===== config.mk =====
export PLATFORM = sky130hd
export DESIGN_NAME = ext_irq_sensitivity
export DESIGN_NICKNAME = d
export VERILOG_FILES = /design/src/ext_irq_pkg.sv /design/src/ext_irq_pin_sync.sv /design/src/ext_irq_pin_sense.sv /design/src/ext_irq_sensitivity.sv
export VERILOG_INCLUDE_DIRS = /design/src /design/src/src
export SDC_FILE = /design/constraint.sdc
export NUM_CORES = 1
export LEC_CHECK = 0
export BUFFER_PORTS_ARGS = -buffer_cell sky130_fd_sc_hd__buf_2
export CORE_MARGIN = 10
export CORE_UTILIZATION = 54
export CTS_CLUSTER_SIZE = 40
export DETAILED_ROUTE_END_ITERATION = 8
export GPL_TIMING_DRIVEN = 0
export HOLD_SLACK_MARGIN = 0.05
export PLACE_DENSITY = 0.84
export SYNTH_ARGS = -nofsm -noshare
export SYNTH_HDL_FRONTEND = slang
export SYNTH_SLANG_ARGS = --single-unit

===== constraint.sdc =====
create_clock -name mclk_in -period 3.98 [get_ports mclk_in]
set_input_delay 0.796 -clock mclk_in [delete_from_list [all_inputs] [get_ports mclk_in]]
set_output_delay 0.796 -clock mclk_in [all_outputs]
set_load 0.05 [all_outputs]

===== src/ext_irq_defines.svh =====
`ifndef EXT_IRQ_DEFINES_SVH
`define EXT_IRQ_DEFINES_SVH

// Register byte addresses (one aligned 32-bit word each)
`define EXT_IRQ_OFF_CTRL 8'h28
`define EXT_IRQ_OFF_STATUS 8'h2C
`define EXT_IRQ_OFF_MASK 8'h30
`define EXT_IRQ_OFF_PEND 8'h34

// Sensitivity control field positions
`define EXT_IRQ_SENSE_B_HI 7
`define EXT_IRQ_SENSE_B_LO 6
`define EXT_IRQ_INVERT_SRC2 5
`define EXT_IRQ_SENSE_A_HI 4
`define EXT_IRQ_SENSE_A_LO 3
`define EXT_IRQ_INVERT_SRC0 2

// Writable bits of the control register; bits 1:0 stay zero
`define EXT_IRQ_CTRL_WMASK 8'hFC

// Status and mask layout: bits 3:0 sources, bit 4 refused control write
`define EXT_IRQ_STAT_REFUSED 4
`define EXT_IRQ_STAT_W 5

// Reset values
`define EXT_IRQ_CTRL_RST 8'h00
`define EXT_IRQ_STATUS_RST 5'h00
`define EXT_IRQ_MASK_RST 5'h00
`define EXT_IRQ_PEND_RST 4'h0

// Idle level of the pins before the first sample arrives (pull-up assumed)
`define EXT_IRQ_PIN_IDLE 1'b1

`endif


===== src/ext_irq_pkg.sv =====
package ext_irq_pkg;

  typedef struct packed {
    logic rise;
    logic fall;
    logic low;
    logic high;
  } sense_s;

  // Non-inverted: 00 fall+low, 01 rise, 10 fall, 11 both.
  // Inverted swaps direction and level, except that 11 stays both edges.
  function automatic sense_s decode_sense(input logic [1:0] code, input logic inv);
    sense_s s;
    s.rise = (code == 2'h1) || (code == 2'h3);
    s.fall = (code == 2'h0) || (code == 2'h2) || (code == 2'h3);
    s.low = (code == 2'h0);
    s.high = 1'b0;
    if (inv && (code != 2'h3)) begin
      s.rise = ~s.rise;
      s.fall = ~s.fall;
      s.high = s.low;
      s.low = 1'b0;
    end
    return s;
  endfunction : decode_sense

endpackage : ext_irq_pkg


===== src/ext_irq_pin_sync.sv =====
`timescale 1ns/10ps
`include "ext_irq_defines.svh"

module ext_irq_pin_sync #(
  parameter int unsigned WIDTH = 10
) (
  input wire logic mclk_in,
  input wire logic nrst_in,
  input wire logic [WIDTH-1:0] pins_in,
  output logic [WIDTH-1:0] pins_out
);

  typedef struct packed {
    logic [WIDTH-1:0] meta;
    logic [WIDTH-1:0] stable;
  } sync_s;

  sync_s q;
  sync_s d;

  // The first stage feeds only the second stage
  always_comb begin
    d.meta = pins_in;
    d.stable = q.meta;
    pins_out = q.stable;
  end

  always_ff @(posedge mclk_in or negedge nrst_in) begin
    if (!nrst_in) begin
      q <= {(2 * WIDTH){`EXT_IRQ_PIN_IDLE}};
    end else begin
      q <= d;
    end
  end

endmodule : ext_irq_pin_sync


===== src/ext_irq_pin_sense.sv =====
`timescale 1ns/10ps
`include "ext_irq_defines.svh"

module ext_irq_pin_sense #(
  parameter int unsigned PINS = 1
) (
  input wire logic mclk_in,
  input wire logic nrst_in,
  input wire logic [PINS-1:0] pins_in,
  input wire logic [1:0] mode_in,
  input wire logic invert_in,
  output logic edge_hit_out,
  output logic level_hit_out
);

  typedef struct packed {
    logic [PINS-1:0] prev;
  } sense_st_s;

  sense_st_s q;
  sense_st_s d;
  ext_irq_pkg::sense_s sel;

  // Each pin of a source is watched on its own and the hits are ORed
  always_comb begin
    sel = ext_irq_pkg::decode_sense(mode_in, invert_in);
    d.prev = pins_in;
    edge_hit_out = (sel.rise & (|(pins_in & ~q.prev))) |
                   (sel.fall & (|(~pins_in & q.prev)));
    level_hit_out = (sel.low & ~(&pins_in)) | (sel.high & (|pins_in));
  end

  always_ff @(posedge mclk_in or negedge nrst_in) begin
    if (!nrst_in) begin
      q <= {PINS{`EXT_IRQ_PIN_IDLE}};
    end else begin
      q <= d;
    end
  end

endmodule : ext_irq_pin_sense


===== src/ext_irq_sensitivity.sv =====
`timescale 1ns/10ps
`include "ext_irq_defines.svh"

// Functional notes
// - Four external sources, configured by two shared mode fields and two invert bits.
// - Source 0 from A3/E1, 1 from F2..0, 2 from B3..0, 3 from B4.
// - Control changes are taken only while both CPU level bits are one.
// - A changed field or invert bit clears the pending requests it affects.
// - Sensitivity control register resets to all zeros.
// - Bits 7:6 select sensitivity for sources 2 and 3.
// - Source 2 uninverted: 00 fall+low, 01 rise, 10 fall, 11 both.
// - Bit 5 inverts source 2: 00 rise+high, 01 fall, 10 rise, 11 both.
// - Source 3 always uses the uninverted mapping of bits 7:6.
// - Bits 4:3 select sensitivity for sources 0 and 1.
// - Source 0 uses bits 4:3, inverted by bit 2 like source 2.
// - Bit 2 affects only source 0; source 1 stays uninverted.
// - Rise plus high level exists only for sources 0 and 2.
// - Bit 2 inverts the A3/E1 source and is writable only at level 3.
// - Level 3 means both level bits set, which disables maskable interrupts.
module ext_irq_sensitivity (
  input wire logic mclk_in,
  input wire logic nrst_in,
  input wire logic psel_in,
  input wire logic penable_in,
  input wire logic pwrite_in,
  input wire logic [7:0] paddr_in,
  input wire logic [31:0] pwdata_in,
  output logic [31:0] prdata_out,
  output logic pready_out,
  output logic pslverr_out,
  input wire logic cpu_level_hi_in,
  input wire logic cpu_level_lo_in,
  input wire logic port_a3_in,
  input wire logic port_e1_in,
  input wire logic [2:0] port_f_in,
  input wire logic [4:0] port_b_in,
  input wire logic [3:0] ext_src_ack_in,
  output logic [3:0] ext_src_req_out,
  output logic irq_out
);

  typedef struct packed {
    logic [7:0] ctrl;
    logic [`EXT_IRQ_STAT_W-1:0] mask;
    logic [`EXT_IRQ_STAT_W-1:0] status;
    logic [3:0] pend;
    logic [3:0] req;
    logic irq;
    logic pready;
    logic pslverr;
    logic [31:0] prdata;
  } regs_s;

  regs_s q;
  regs_s d;

  logic [9:0] pins_raw;
  logic [9:0] pins_sync;
  logic [3:0] edge_hit;
  logic [3:0] level_hit;
  logic [3:0] hit;
  logic access;
  logic done;
  logic wr;
  logic wr_ctrl;
  logic level3;
  logic [7:0] ctrl_new;
  logic chg_b;
  logic chg_inv2;
  logic chg_a;
  logic chg_inv0;
  logic [3:0] pend_clr;
  logic refused;
  logic [`EXT_IRQ_STAT_W-1:0] events;
  logic [`EXT_IRQ_STAT_W-1:0] rd_clr;

  function automatic logic is_mapped(input logic [7:0] addr);
    return (addr == `EXT_IRQ_OFF_CTRL) || (addr == `EXT_IRQ_OFF_STATUS) ||
           (addr == `EXT_IRQ_OFF_MASK) || (addr == `EXT_IRQ_OFF_PEND);
  endfunction : is_mapped

  function automatic logic [31:0] read_word(input regs_s r, input logic [7:0] addr);
    logic [31:0] w;
    w = 32'h0000_0000;
    case (addr)
      `EXT_IRQ_OFF_CTRL: w[7:0] = r.ctrl;
      `EXT_IRQ_OFF_STATUS: w[`EXT_IRQ_STAT_W-1:0] = r.status;
      `EXT_IRQ_OFF_MASK: w[`EXT_IRQ_STAT_W-1:0] = r.mask;
      `EXT_IRQ_OFF_PEND: w[3:0] = r.req;
      default: w = 32'h0000_0000;
    endcase
    return w;
  endfunction : read_word

  // Pin order: 0 A3, 1 E1, 4:2 F2..0, 9:5 B4..0
  assign pins_raw = {port_b_in, port_f_in, port_e1_in, port_a3_in};

  ext_irq_pin_sync #(
    .WIDTH(10)
  ) u_sync (
    .mclk_in(mclk_in),
    .nrst_in(nrst_in),
    .pins_in(pins_raw),
    .pins_out(pins_sync)
  );

  ext_irq_pin_sense #(
    .PINS(2)
  ) u_src0 (
    .mclk_in(mclk_in),
    .nrst_in(nrst_in),
    .pins_in(pins_sync[1:0]),
    .mode_in(q.ctrl[`EXT_IRQ_SENSE_A_HI:`EXT_IRQ_SENSE_A_LO]),
    .invert_in(q.ctrl[`EXT_IRQ_INVERT_SRC0]),
    .edge_hit_out(edge_hit[0]),
    .level_hit_out(level_hit[0])
  );

  ext_irq_pin_sense #(
    .PINS(3)
  ) u_src1 (
    .mclk_in(mclk_in),
    .nrst_in(nrst_in),
    .pins_in(pins_sync[4:2]),
    .mode_in(q.ctrl[`EXT_IRQ_SENSE_A_HI:`EXT_IRQ_SENSE_A_LO]),
    .invert_in(1'b0),
    .edge_hit_out(edge_hit[1]),
    .level_hit_out(level_hit[1])
  );

  ext_irq_pin_sense #(
    .PINS(4)
  ) u_src2 (
    .mclk_in(mclk_in),
    .nrst_in(nrst_in),
    .pins_in(pins_sync[8:5]),
    .mode_in(q.ctrl[`EXT_IRQ_SENSE_B_HI:`EXT_IRQ_SENSE_B_LO]),
    .invert_in(q.ctrl[`EXT_IRQ_INVERT_SRC2]),
    .edge_hit_out(edge_hit[2]),
    .level_hit_out(level_hit[2])
  );

  ext_irq_pin_sense #(
    .PINS(1)
  ) u_src3 (
    .mclk_in(mclk_in),
    .nrst_in(nrst_in),
    .pins_in(pins_sync[9]),
    .mode_in(q.ctrl[`EXT_IRQ_SENSE_B_HI:`EXT_IRQ_SENSE_B_LO]),
    .invert_in(1'b0),
    .edge_hit_out(edge_hit[3]),
    .level_hit_out(level_hit[3])
  );

  always_comb begin
    d = q;
    hit = edge_hit | level_hit;
    access = psel_in & penable_in & ~q.pready;
    done = psel_in & penable_in & q.pready;
    wr = done & pwrite_in & is_mapped(paddr_in);
    wr_ctrl = wr & (paddr_in == `EXT_IRQ_OFF_CTRL);
    level3 = cpu_level_hi_in & cpu_level_lo_in;
    ctrl_new = pwdata_in[7:0] & `EXT_IRQ_CTRL_WMASK;
    chg_b = ctrl_new[`EXT_IRQ_SENSE_B_HI:`EXT_IRQ_SENSE_B_LO] !=
            q.ctrl[`EXT_IRQ_SENSE_B_HI:`EXT_IRQ_SENSE_B_LO];
    chg_inv2 = ctrl_new[`EXT_IRQ_INVERT_SRC2] != q.ctrl[`EXT_IRQ_INVERT_SRC2];
    chg_a = ctrl_new[`EXT_IRQ_SENSE_A_HI:`EXT_IRQ_SENSE_A_LO] !=
            q.ctrl[`EXT_IRQ_SENSE_A_HI:`EXT_IRQ_SENSE_A_LO];
    chg_inv0 = ctrl_new[`EXT_IRQ_INVERT_SRC0] != q.ctrl[`EXT_IRQ_INVERT_SRC0];
    refused = wr_ctrl & ~level3;
    pend_clr = ext_src_ack_in;
    rd_clr = '0;

    // One wait state: pready rises in the cycle after the access phase opens
    d.pready = access;
    d.pslverr = access & ~is_mapped(paddr_in);
    d.prdata = 32'h0000_0000;
    if (access && !pwrite_in) begin
      d.prdata = read_word(q, paddr_in);
    end

    if (wr_ctrl && level3) begin
      d.ctrl = ctrl_new;
      // Invert bits reach only their own source, the shared fields two each
      pend_clr[0] = pend_clr[0] | chg_a | chg_inv0;
      pend_clr[1] = pend_clr[1] | chg_a;
      pend_clr[2] = pend_clr[2] | chg_b | chg_inv2;
      pend_clr[3] = pend_clr[3] | chg_b;
    end
    if (wr && (paddr_in == `EXT_IRQ_OFF_MASK)) begin
      d.mask = pwdata_in[`EXT_IRQ_STAT_W-1:0];
    end
    // Only bits actually returned are cleared, so a late event survives
    if (done && !pwrite_in && (paddr_in == `EXT_IRQ_OFF_STATUS)) begin
      rd_clr = q.prdata[`EXT_IRQ_STAT_W-1:0];
    end

    // New hits win over ack and over the clear caused by a control write
    d.pend = (q.pend & ~pend_clr) | edge_hit;
    d.req = d.pend | level_hit;
    events = {refused, hit};
    d.status = (q.status & ~rd_clr) | events;
    d.irq = |(d.status & d.mask);
  end

  always_ff @(posedge mclk_in or negedge nrst_in) begin
    if (!nrst_in) begin
      q <= '0;
      q.ctrl <= `EXT_IRQ_CTRL_RST;
      q.mask <= `EXT_IRQ_MASK_RST;
      q.status <= `EXT_IRQ_STATUS_RST;
      q.pend <= `EXT_IRQ_PEND_RST;
    end else begin
      q <= d;
    end
  end

  assign prdata_out = q.prdata;
  assign pready_out = q.pready;
  assign pslverr_out = q.pslverr;
  assign ext_src_req_out = q.req;
  assign irq_out = q.irq;

  property p_ctrl_gated;
    @(posedge mclk_in) disable iff (!nrst_in)
    (wr_ctrl && !(cpu_level_hi_in && cpu_level_lo_in)) |=> $stable(q.ctrl);
  endproperty
  a_ctrl_gated: assert property (p_ctrl_gated) else $error("control changed outside level 3");

  property p_ctrl_taken;
    @(posedge mclk_in) disable iff (!nrst_in)
    (wr_ctrl && cpu_level_hi_in && cpu_level_lo_in)
      |=> (q.ctrl == ($past(pwdata_in[7:0]) & `EXT_IRQ_CTRL_WMASK));
  endproperty
  a_ctrl_taken: assert property (p_ctrl_taken) else $error("level 3 control write lost");

  property p_rsvd_zero;
    @(posedge mclk_in) disable iff (!nrst_in)
    q.ctrl[1:0] == 2'b00;
  endproperty
  a_rsvd_zero: assert property (p_rsvd_zero) else $error("reserved control bits not zero");

  property p_clear_b;
    @(posedge mclk_in) disable iff (!nrst_in)
    (wr_ctrl && level3 && chg_b) |=> (q.pend[3:2] == $past(edge_hit[3:2]));
  endproperty
  a_clear_b: assert property (p_clear_b) else $error("port B pending not cleared");

  property p_clear_a;
    @(posedge mclk_in) disable iff (!nrst_in)
    (wr_ctrl && level3 && chg_a) |=> (q.pend[1:0] == $past(edge_hit[1:0]));
  endproperty
  a_clear_a: assert property (p_clear_a) else $error("port A/F pending not cleared");

  property p_src2_low;
    @(posedge mclk_in) disable iff (!nrst_in)
    (q.ctrl[7:5] == 3'b000 && pins_sync[8:5] != 4'hF) |=> ext_src_req_out[2];
  endproperty
  a_src2_low: assert property (p_src2_low) else $error("source 2 low level missed");

  property p_src2_high;
    @(posedge mclk_in) disable iff (!nrst_in)
    (q.ctrl[7:5] == 3'b001 && pins_sync[8:5] != 4'h0) |=> ext_src_req_out[2];
  endproperty
  a_src2_high: assert property (p_src2_high) else $error("source 2 high level missed");

  property p_src3_plain;
    @(posedge mclk_in) disable iff (!nrst_in)
    (q.ctrl[7:5] == 3'b001 && !pins_sync[9]) |-> level_hit[3];
  endproperty
  a_src3_plain: assert property (p_src3_plain) else $error("source 3 took inversion");

  property p_src0_high;
    @(posedge mclk_in) disable iff (!nrst_in)
    (q.ctrl[4:2] == 3'b001 && pins_sync[1:0] != 2'b00) |-> level_hit[0];
  endproperty
  a_src0_high: assert property (p_src0_high) else $error("source 0 high level missed");

  property p_src1_plain;
    @(posedge mclk_in) disable iff (!nrst_in)
    (q.ctrl[4:2] == 3'b001 && pins_sync[4:2] == 3'h7) |-> !level_hit[1];
  endproperty
  a_src1_plain: assert property (p_src1_plain) else $error("source 1 took inversion");

  property p_src1_rise;
    @(posedge mclk_in) disable iff (!nrst_in)
    (q.ctrl[4:3] == 2'b01 && $rose(pins_sync[2])) |=> ext_src_req_out[1];
  endproperty
  a_src1_rise: assert property (p_src1_rise) else $error("source 1 rising edge missed");

  property p_src3_both;
    @(posedge mclk_in) disable iff (!nrst_in)
    (q.ctrl[7:6] == 2'b11 && $fell(pins_sync[9])) |=> ext_src_req_out[3];
  endproperty
  a_src3_both: assert property (p_src3_both) else $error("source 3 falling edge missed");

  property p_edge_held;
    @(posedge mclk_in) disable iff (!nrst_in)
    (q.pend[1] && ext_src_ack_in[1] == 1'b0 && !(wr_ctrl && level3))
      |=> ext_src_req_out[1];
  endproperty
  a_edge_held: assert property (p_edge_held) else $error("pending edge dropped");

  property p_irq_level;
    @(posedge mclk_in) disable iff (!nrst_in)
    (|(events & q.mask)) |=> irq_out;
  endproperty
  a_irq_level: assert property (p_irq_level) else $error("interrupt not raised");

  property p_ready_once;
    @(posedge mclk_in) disable iff (!nrst_in)
    (psel_in && penable_in && !pready_out) |=> (pready_out ##1 !pready_out);
  endproperty
  a_ready_once: assert property (p_ready_once) else $error("pready timing wrong");

  property p_refused_flag;
    @(posedge mclk_in) disable iff (!nrst_in)
    (wr_ctrl && !level3) |=> q.status[`EXT_IRQ_STAT_REFUSED];
  endproperty
  a_refused_flag: assert property (p_refused_flag) else $error("refused write not flagged");

  property p_clear_inv2;
    @(posedge mclk_in) disable iff (!nrst_in)
    (wr_ctrl && level3 && chg_inv2) |=> (q.pend[2] == $past(edge_hit[2]));
  endproperty
  a_clear_inv2: assert property (p_clear_inv2) else $error("source 2 pending kept");

  property p_clear_inv0;
    @(posedge mclk_in) disable iff (!nrst_in)
    (wr_ctrl && level3 && chg_inv0) |=> (q.pend[0] == $past(edge_hit[0]));
  endproperty
  a_clear_inv0: assert property (p_clear_inv0) else $error("source 0 pending kept");

  property p_src0_low;
    @(posedge mclk_in) disable iff (!nrst_in)
    (q.ctrl[4:2] == 3'b000 && pins_sync[1:0] != 2'b11) |-> level_hit[0];
  endproperty
  a_src0_low: assert property (p_src0_low) else $error("source 0 low level missed");

  property p_src1_low;
    @(posedge mclk_in) disable iff (!nrst_in)
    (q.ctrl[4:3] == 2'b00 && pins_sync[4:2] != 3'h7) |-> level_hit[1];
  endproperty
  a_src1_low: assert property (p_src1_low) else $error("source 1 low level missed");

endmodule : ext_irq_sensitivity


# ---- After elaboration in Yosys (flattened, before gate mapping)
# Cells that the tools add are included.
dict set report word_totals {
  memories 0
  mem_bits_ro 0
  mem_bits_rw 0
  latchBits 0
  inputBits 61
  register_bits 65
  elab_cells 141
}
dict set report classes {
  multipliers 0
  addsub 0
  n_reduce_logical 31
  div 0
  order_cmp 0
  mux 9
  n_shift 0
  n_bitwise 70
  n_eq_ne 16
}
# operator n
set ops {}
lappend ops {{$eq 8x6->1 const B} 4}
lappend ops {{$and 1x1->1} 25}
lappend ops {{$pmux 4 s4} 1}
lappend ops {{$and 4x4->4} 3}
lappend ops {{$mux 4} 3}
lappend ops {{$not 1->1} 12}
lappend ops {{$not 4->4} 3}
lappend ops {{$or 1x1->1} 12}
lappend ops {{$or 4x4->4} 3}
lappend ops {{$reduce_or 4->1} 3}
lappend ops {{$and 5x5->5} 2}
lappend ops {{$mux 5} 2}
lappend ops {{$logic_or 1x1->1} 9}
lappend ops {{$eq 2x2->1 const B} 4}
lappend ops {{$mux 8} 1}
lappend ops {{$logic_and 1x1->1} 7}
lappend ops {{$and 3x3->3} 2}
lappend ops {{$not 3->3} 2}
lappend ops {{$reduce_or 2->1} 3}
lappend ops {{$reduce_or 3->1} 2}
lappend ops {{$not 5->5} 1}
lappend ops {{$or 5x5->5} 1}
lappend ops {{$reduce_or 5->1} 1}
lappend ops {{$and 2x2->2} 2}
lappend ops {{other kinds (12)} 18}

# ---- Depth between registers and ports, before layout
dict set report depth {
  depth_word 12
  depth_mapped 6
}

# ---- Modules after synthesis
# A second synthesis with hierarchy kept.
dict set report unflattened {
  hier_cells 268
  area_unflattened_um2 3055.4
}
# module area_each_um2 cells_per_inst n_inst
set modules_own_cells {}
lappend modules_own_cells {ext_irq_sensitivity 1849.3 185 1}
lappend modules_own_cells {ext_irq_pin_sync 525.5 20 1}
lappend modules_own_cells {{ext_irq_pin_sense at u_src2} 249.0 23 1}
lappend modules_own_cells {{ext_irq_pin_sense at u_src1} 196.4 18 1}
lappend modules_own_cells {{ext_irq_pin_sense at u_src0} 160.2 15 1}
lappend modules_own_cells {{ext_irq_pin_sense at u_src3} 75.1 7 1}

# ---- Worst setup path before layout
# Ideal clock, no wire load.
dict set report synth_path {
  path_type {in2reg}
  from {in paddr_in[1]}
  to {reg q, in the netlist irq_out}
  setup_slack_ns 1.642
  path_buffers 0
  required_time_ns 3.842
  setup_time_ns 0.138
  t_arrival_ns 2.199
  path_stages 5
  path_cell_list {nor3b_4 -> nand4b_4 -> mux2_4 -> a21boi_1 -> or4_1}
}
# element line
set synth_lines {}
lappend synth_lines {{start: declaration} ext_irq_sensitivity.sv:26} ;# input wire logic [7:0] paddr_in,
lappend synth_lines {{end: declaration} ext_irq_sensitivity.sv:54} ;# regs_s q;

==> reports/qor.yml <==
status: "finished clean"
h-tree-depth: 3
cts_root_buffer: "clkbuf_8"
dr_wl_met3_um: 659
rows: 27
wl_um: 6070
post_cts_buffers: 0
drive_gt1_share_pct: 38.2
crit_type: "input pin to flop"
die-area_um2: 9110
crit_fanout: 6
async_flop_share_pct: 100
p_leak_nw: 1.79
crit_path_end_kind: "flop"
ctsResizeCount: 0
ys_types: 51
dp_hpwl_um: 4670
fin_crit_ns: 2.39
drt_first_pass_iters: 4
finalSetupViolCount: 0
start_kind: "input pin"
cts_tree: "done"
hold_depth: 0
dr_wl_met2_um: 2910
synth.area.top_cells: "dfrtp_1 28%, dfstp_2 26%, buf_4 8.8%"
grt_remaining_overflow: 0
final_nets: 420
numCtsBuffers: 9
wire_per_inst_um: 13.9
ir_drop_uv: 223
grt_usage_pct: 13.4
place_congestion: 0.837
fin_crit_sh_pct: 60.1
dominantRegCellSynth: "dfrtp_1"
r2r_cells: 5
initial_core_util_pct: 55.8
syn_area_per_cell_um2: 11.2
fmax_mhz: 418
ys_warn_count: 0
hold_class: "flop to flop"
ant_nets: 0
io_buffers: 51
drt-met1-wl_um: 2380
reg2reg_slack_ns: 1.75
final-hold-violation-count: 0
tightest_slew_ns: 0.779
grt_max_degree: 66
hold_end: "u_sync.pins_out[2]"
first_global_vias: 2185
synth_edf_count: 0
drt_iter0_drc: 106
dieHeight_um: 95.5
required_ns: 4.17
fin_skew_ns: 0.00823
pin_count: 100
path_clk_slew_ns: 0.06
power_mw: 1.34
final_max_slew_viol_count: 0
clk_latency_ns: 0.33
ys_seq_area_share_pct: 54.1
grt_pass1_wl_um: 9680
synth_area_leader_cell: "dfrtp_1"
core_um2: 5510
tns_ns: 0
r2r_end: "irq_out"
rsz0062_at_grt: "no"
area_growth_pct: 19.3
via_count: 2184
syn_inst: 274
vias_per_cell: 5.01
antenna_found_initial: 0
power.density_nw_per_um2: 365
die_w_um: 95.5
cts.path.max_buffers: 2
postCtsHoldBufs: 0
yosys.area.top_type_share_pct: 28.5
timing.slew.headroom_pct: 48.0
cap_violations: 0
clock_sinks: 65
fill_cells: 432
route.detailed.drc: 0
synth_seq_cells: 65
top_layer_used: "met4"
r2r-start: "u_sync.pins_out[5]"
crit_arrival_ns: 2.59
diodes: 0
hp-start: "u_sync.d[2]"
synthesis.area_um2: 3070
## worst max-delay path, cell delays in order
cell       delay (ns)
buf_2            0.11
nor3b_4          0.32
nand4_1          0.30
a211o_1          0.40
o2bb2ai_1        0.13
or4_1            0.52
## registers in the layout (all words and copies together) (netlist names)
register         cells
ext_src_req_out      4
u_src3.q             1
irq_out              1
u_src1.q             3
pslverr_out          1
u_sync.pins_out     10
q                   20
u_src2.q             4
prdata_out           8
u_sync.d            10
u_src0.q             2
pready_out           1
## cells in the mapped netlist, types with 2 or more instances
cell type	count
nand3b_1	3
xor2_1	5
nand2b_1	17
inv_1	11
nor2b_1	7
dfstp_2	30
mux2_1	4
nand4_1	3
and2_1	5
buf_4	36
nand3_1	7
o21ai_0	6
mux2_2	7
or3_1	2
mux2i_1	8
clkbuf_1	3
nor3_1	7
nor2_1	15
nor4b_1	2
nand2_1	12
a31oi_1	3
a21oi_1	11
dfrtp_1	35
o21ai_1	4
a221oi_1	2
o22ai_1	3
nor3b_1	2
## worst max-delay path by stage
stage,cells after the start,from,end
finish,6,paddr_in[1],irq_out
global placement,6,paddr_in[1],irq_out
floorplan,5,paddr_in[1],irq_out
CTS,6,paddr_in[1],irq_out
global route,6,paddr_in[1],irq_out
detailed placement,6,paddr_in[1],irq_out
## per-stage QoR
stage | instance area [µm²] | util [%] | setup slack [ns] | instances | hold WS (ns)
3_3_place_gp | 3510 | 63.7 | 1.29 | 420 | 0.346
4_1_cts | 3670 | 66.6 | 1.60 | 436 | 0.356
2_1_floorplan | 3160 | - | 1.64 | 297 | 0.345
5_1_grt | 3670 | 66.6 | 1.48 | 436 | 0.359
6_report | 3670 | 66.6 | 1.59 | 436 | 0.354
3_5_place_dp | 3510 | 63.7 | 1.25 | 420 | 0.347
## cell families (layout without fill, tap and decap cells)
logic type / count (synthesis) / after routing / synth area share, %
AO/OA/AOI/OAI: 40 / 40 / 8.26
AND/OR/NAND/NOR: 91 / 91 / 18.0
buffers and inverters: 51 / 118 / 10.6
multiplexers: 20 / 20 / 7.12
XOR/XNOR: 6 / 6 / 1.71
other: 1 / 24 / 0.122
flip-flops: 65 / 65 / 54.1
## power breakdown
part / switching (mW) / internal (mW)
clock network: 0.214 / 0.245
registers: 0.0124 / 0.696
logic: 0.113 / 0.0571
## cell type report
cell class	count	area (µm²)	area share [%]
Multi-Input combinational cell	181	1170	31.9
Inverter	11	41.3	1.13
Buffer	40	285	7.78
Clock buffer	16	160	4.37
Timing Repair Buffer	51	258	7.03
Tap cell	72	90.1	2.46
Sequential cell	65	1660	45.4
## routing by layer
| metal | GRT usage, % | vias up |
|---|---|---|
| li1 | - | 1067 |
| met1 | 15.3 | 1020 |
| met2 | 22.0 | 86 |
| met3 | 4.56 | 11 |
| met4 | 6.88 | 0 |
| met5 | 0 | - |
## layout by cell type, fill, tap and decap left out, types with 2 or more instances in the layout
cell type / netlist / layout
o22ai_1: 3 / 3
xor2_1: 5 / 5
mux2_2: 7 / 7
nand2b_1: 17 / 17
o21ai_0: 6 / 6
nand2_1: 12 / 12
o21ai_1: 4 / 4
inv_1: 11 / 11
nand3b_1: 3 / 3
nor3b_1: 2 / 2
nand3_1: 7 / 7
nor2b_1: 7 / 7
a31oi_1: 3 / 3
and2_1: 5 / 5
clkbuf_1: 3 / 9
nand4_1: 3 / 3
clkbuf_8: 0 / 10
dfrtp_1: 35 / 35
buf_2: 0 / 50
conb_1: 1 / 24
a21oi_1: 11 / 11
nor3_1: 7 / 7
or3_1: 2 / 2
mux2_1: 4 / 4
dfstp_2: 30 / 30
buf_4: 36 / 37
nor4b_1: 2 / 2
a221oi_1: 2 / 2
nor2_1: 15 / 15
mux2i_1: 8 / 8
(Power assumes the default switching activity.)
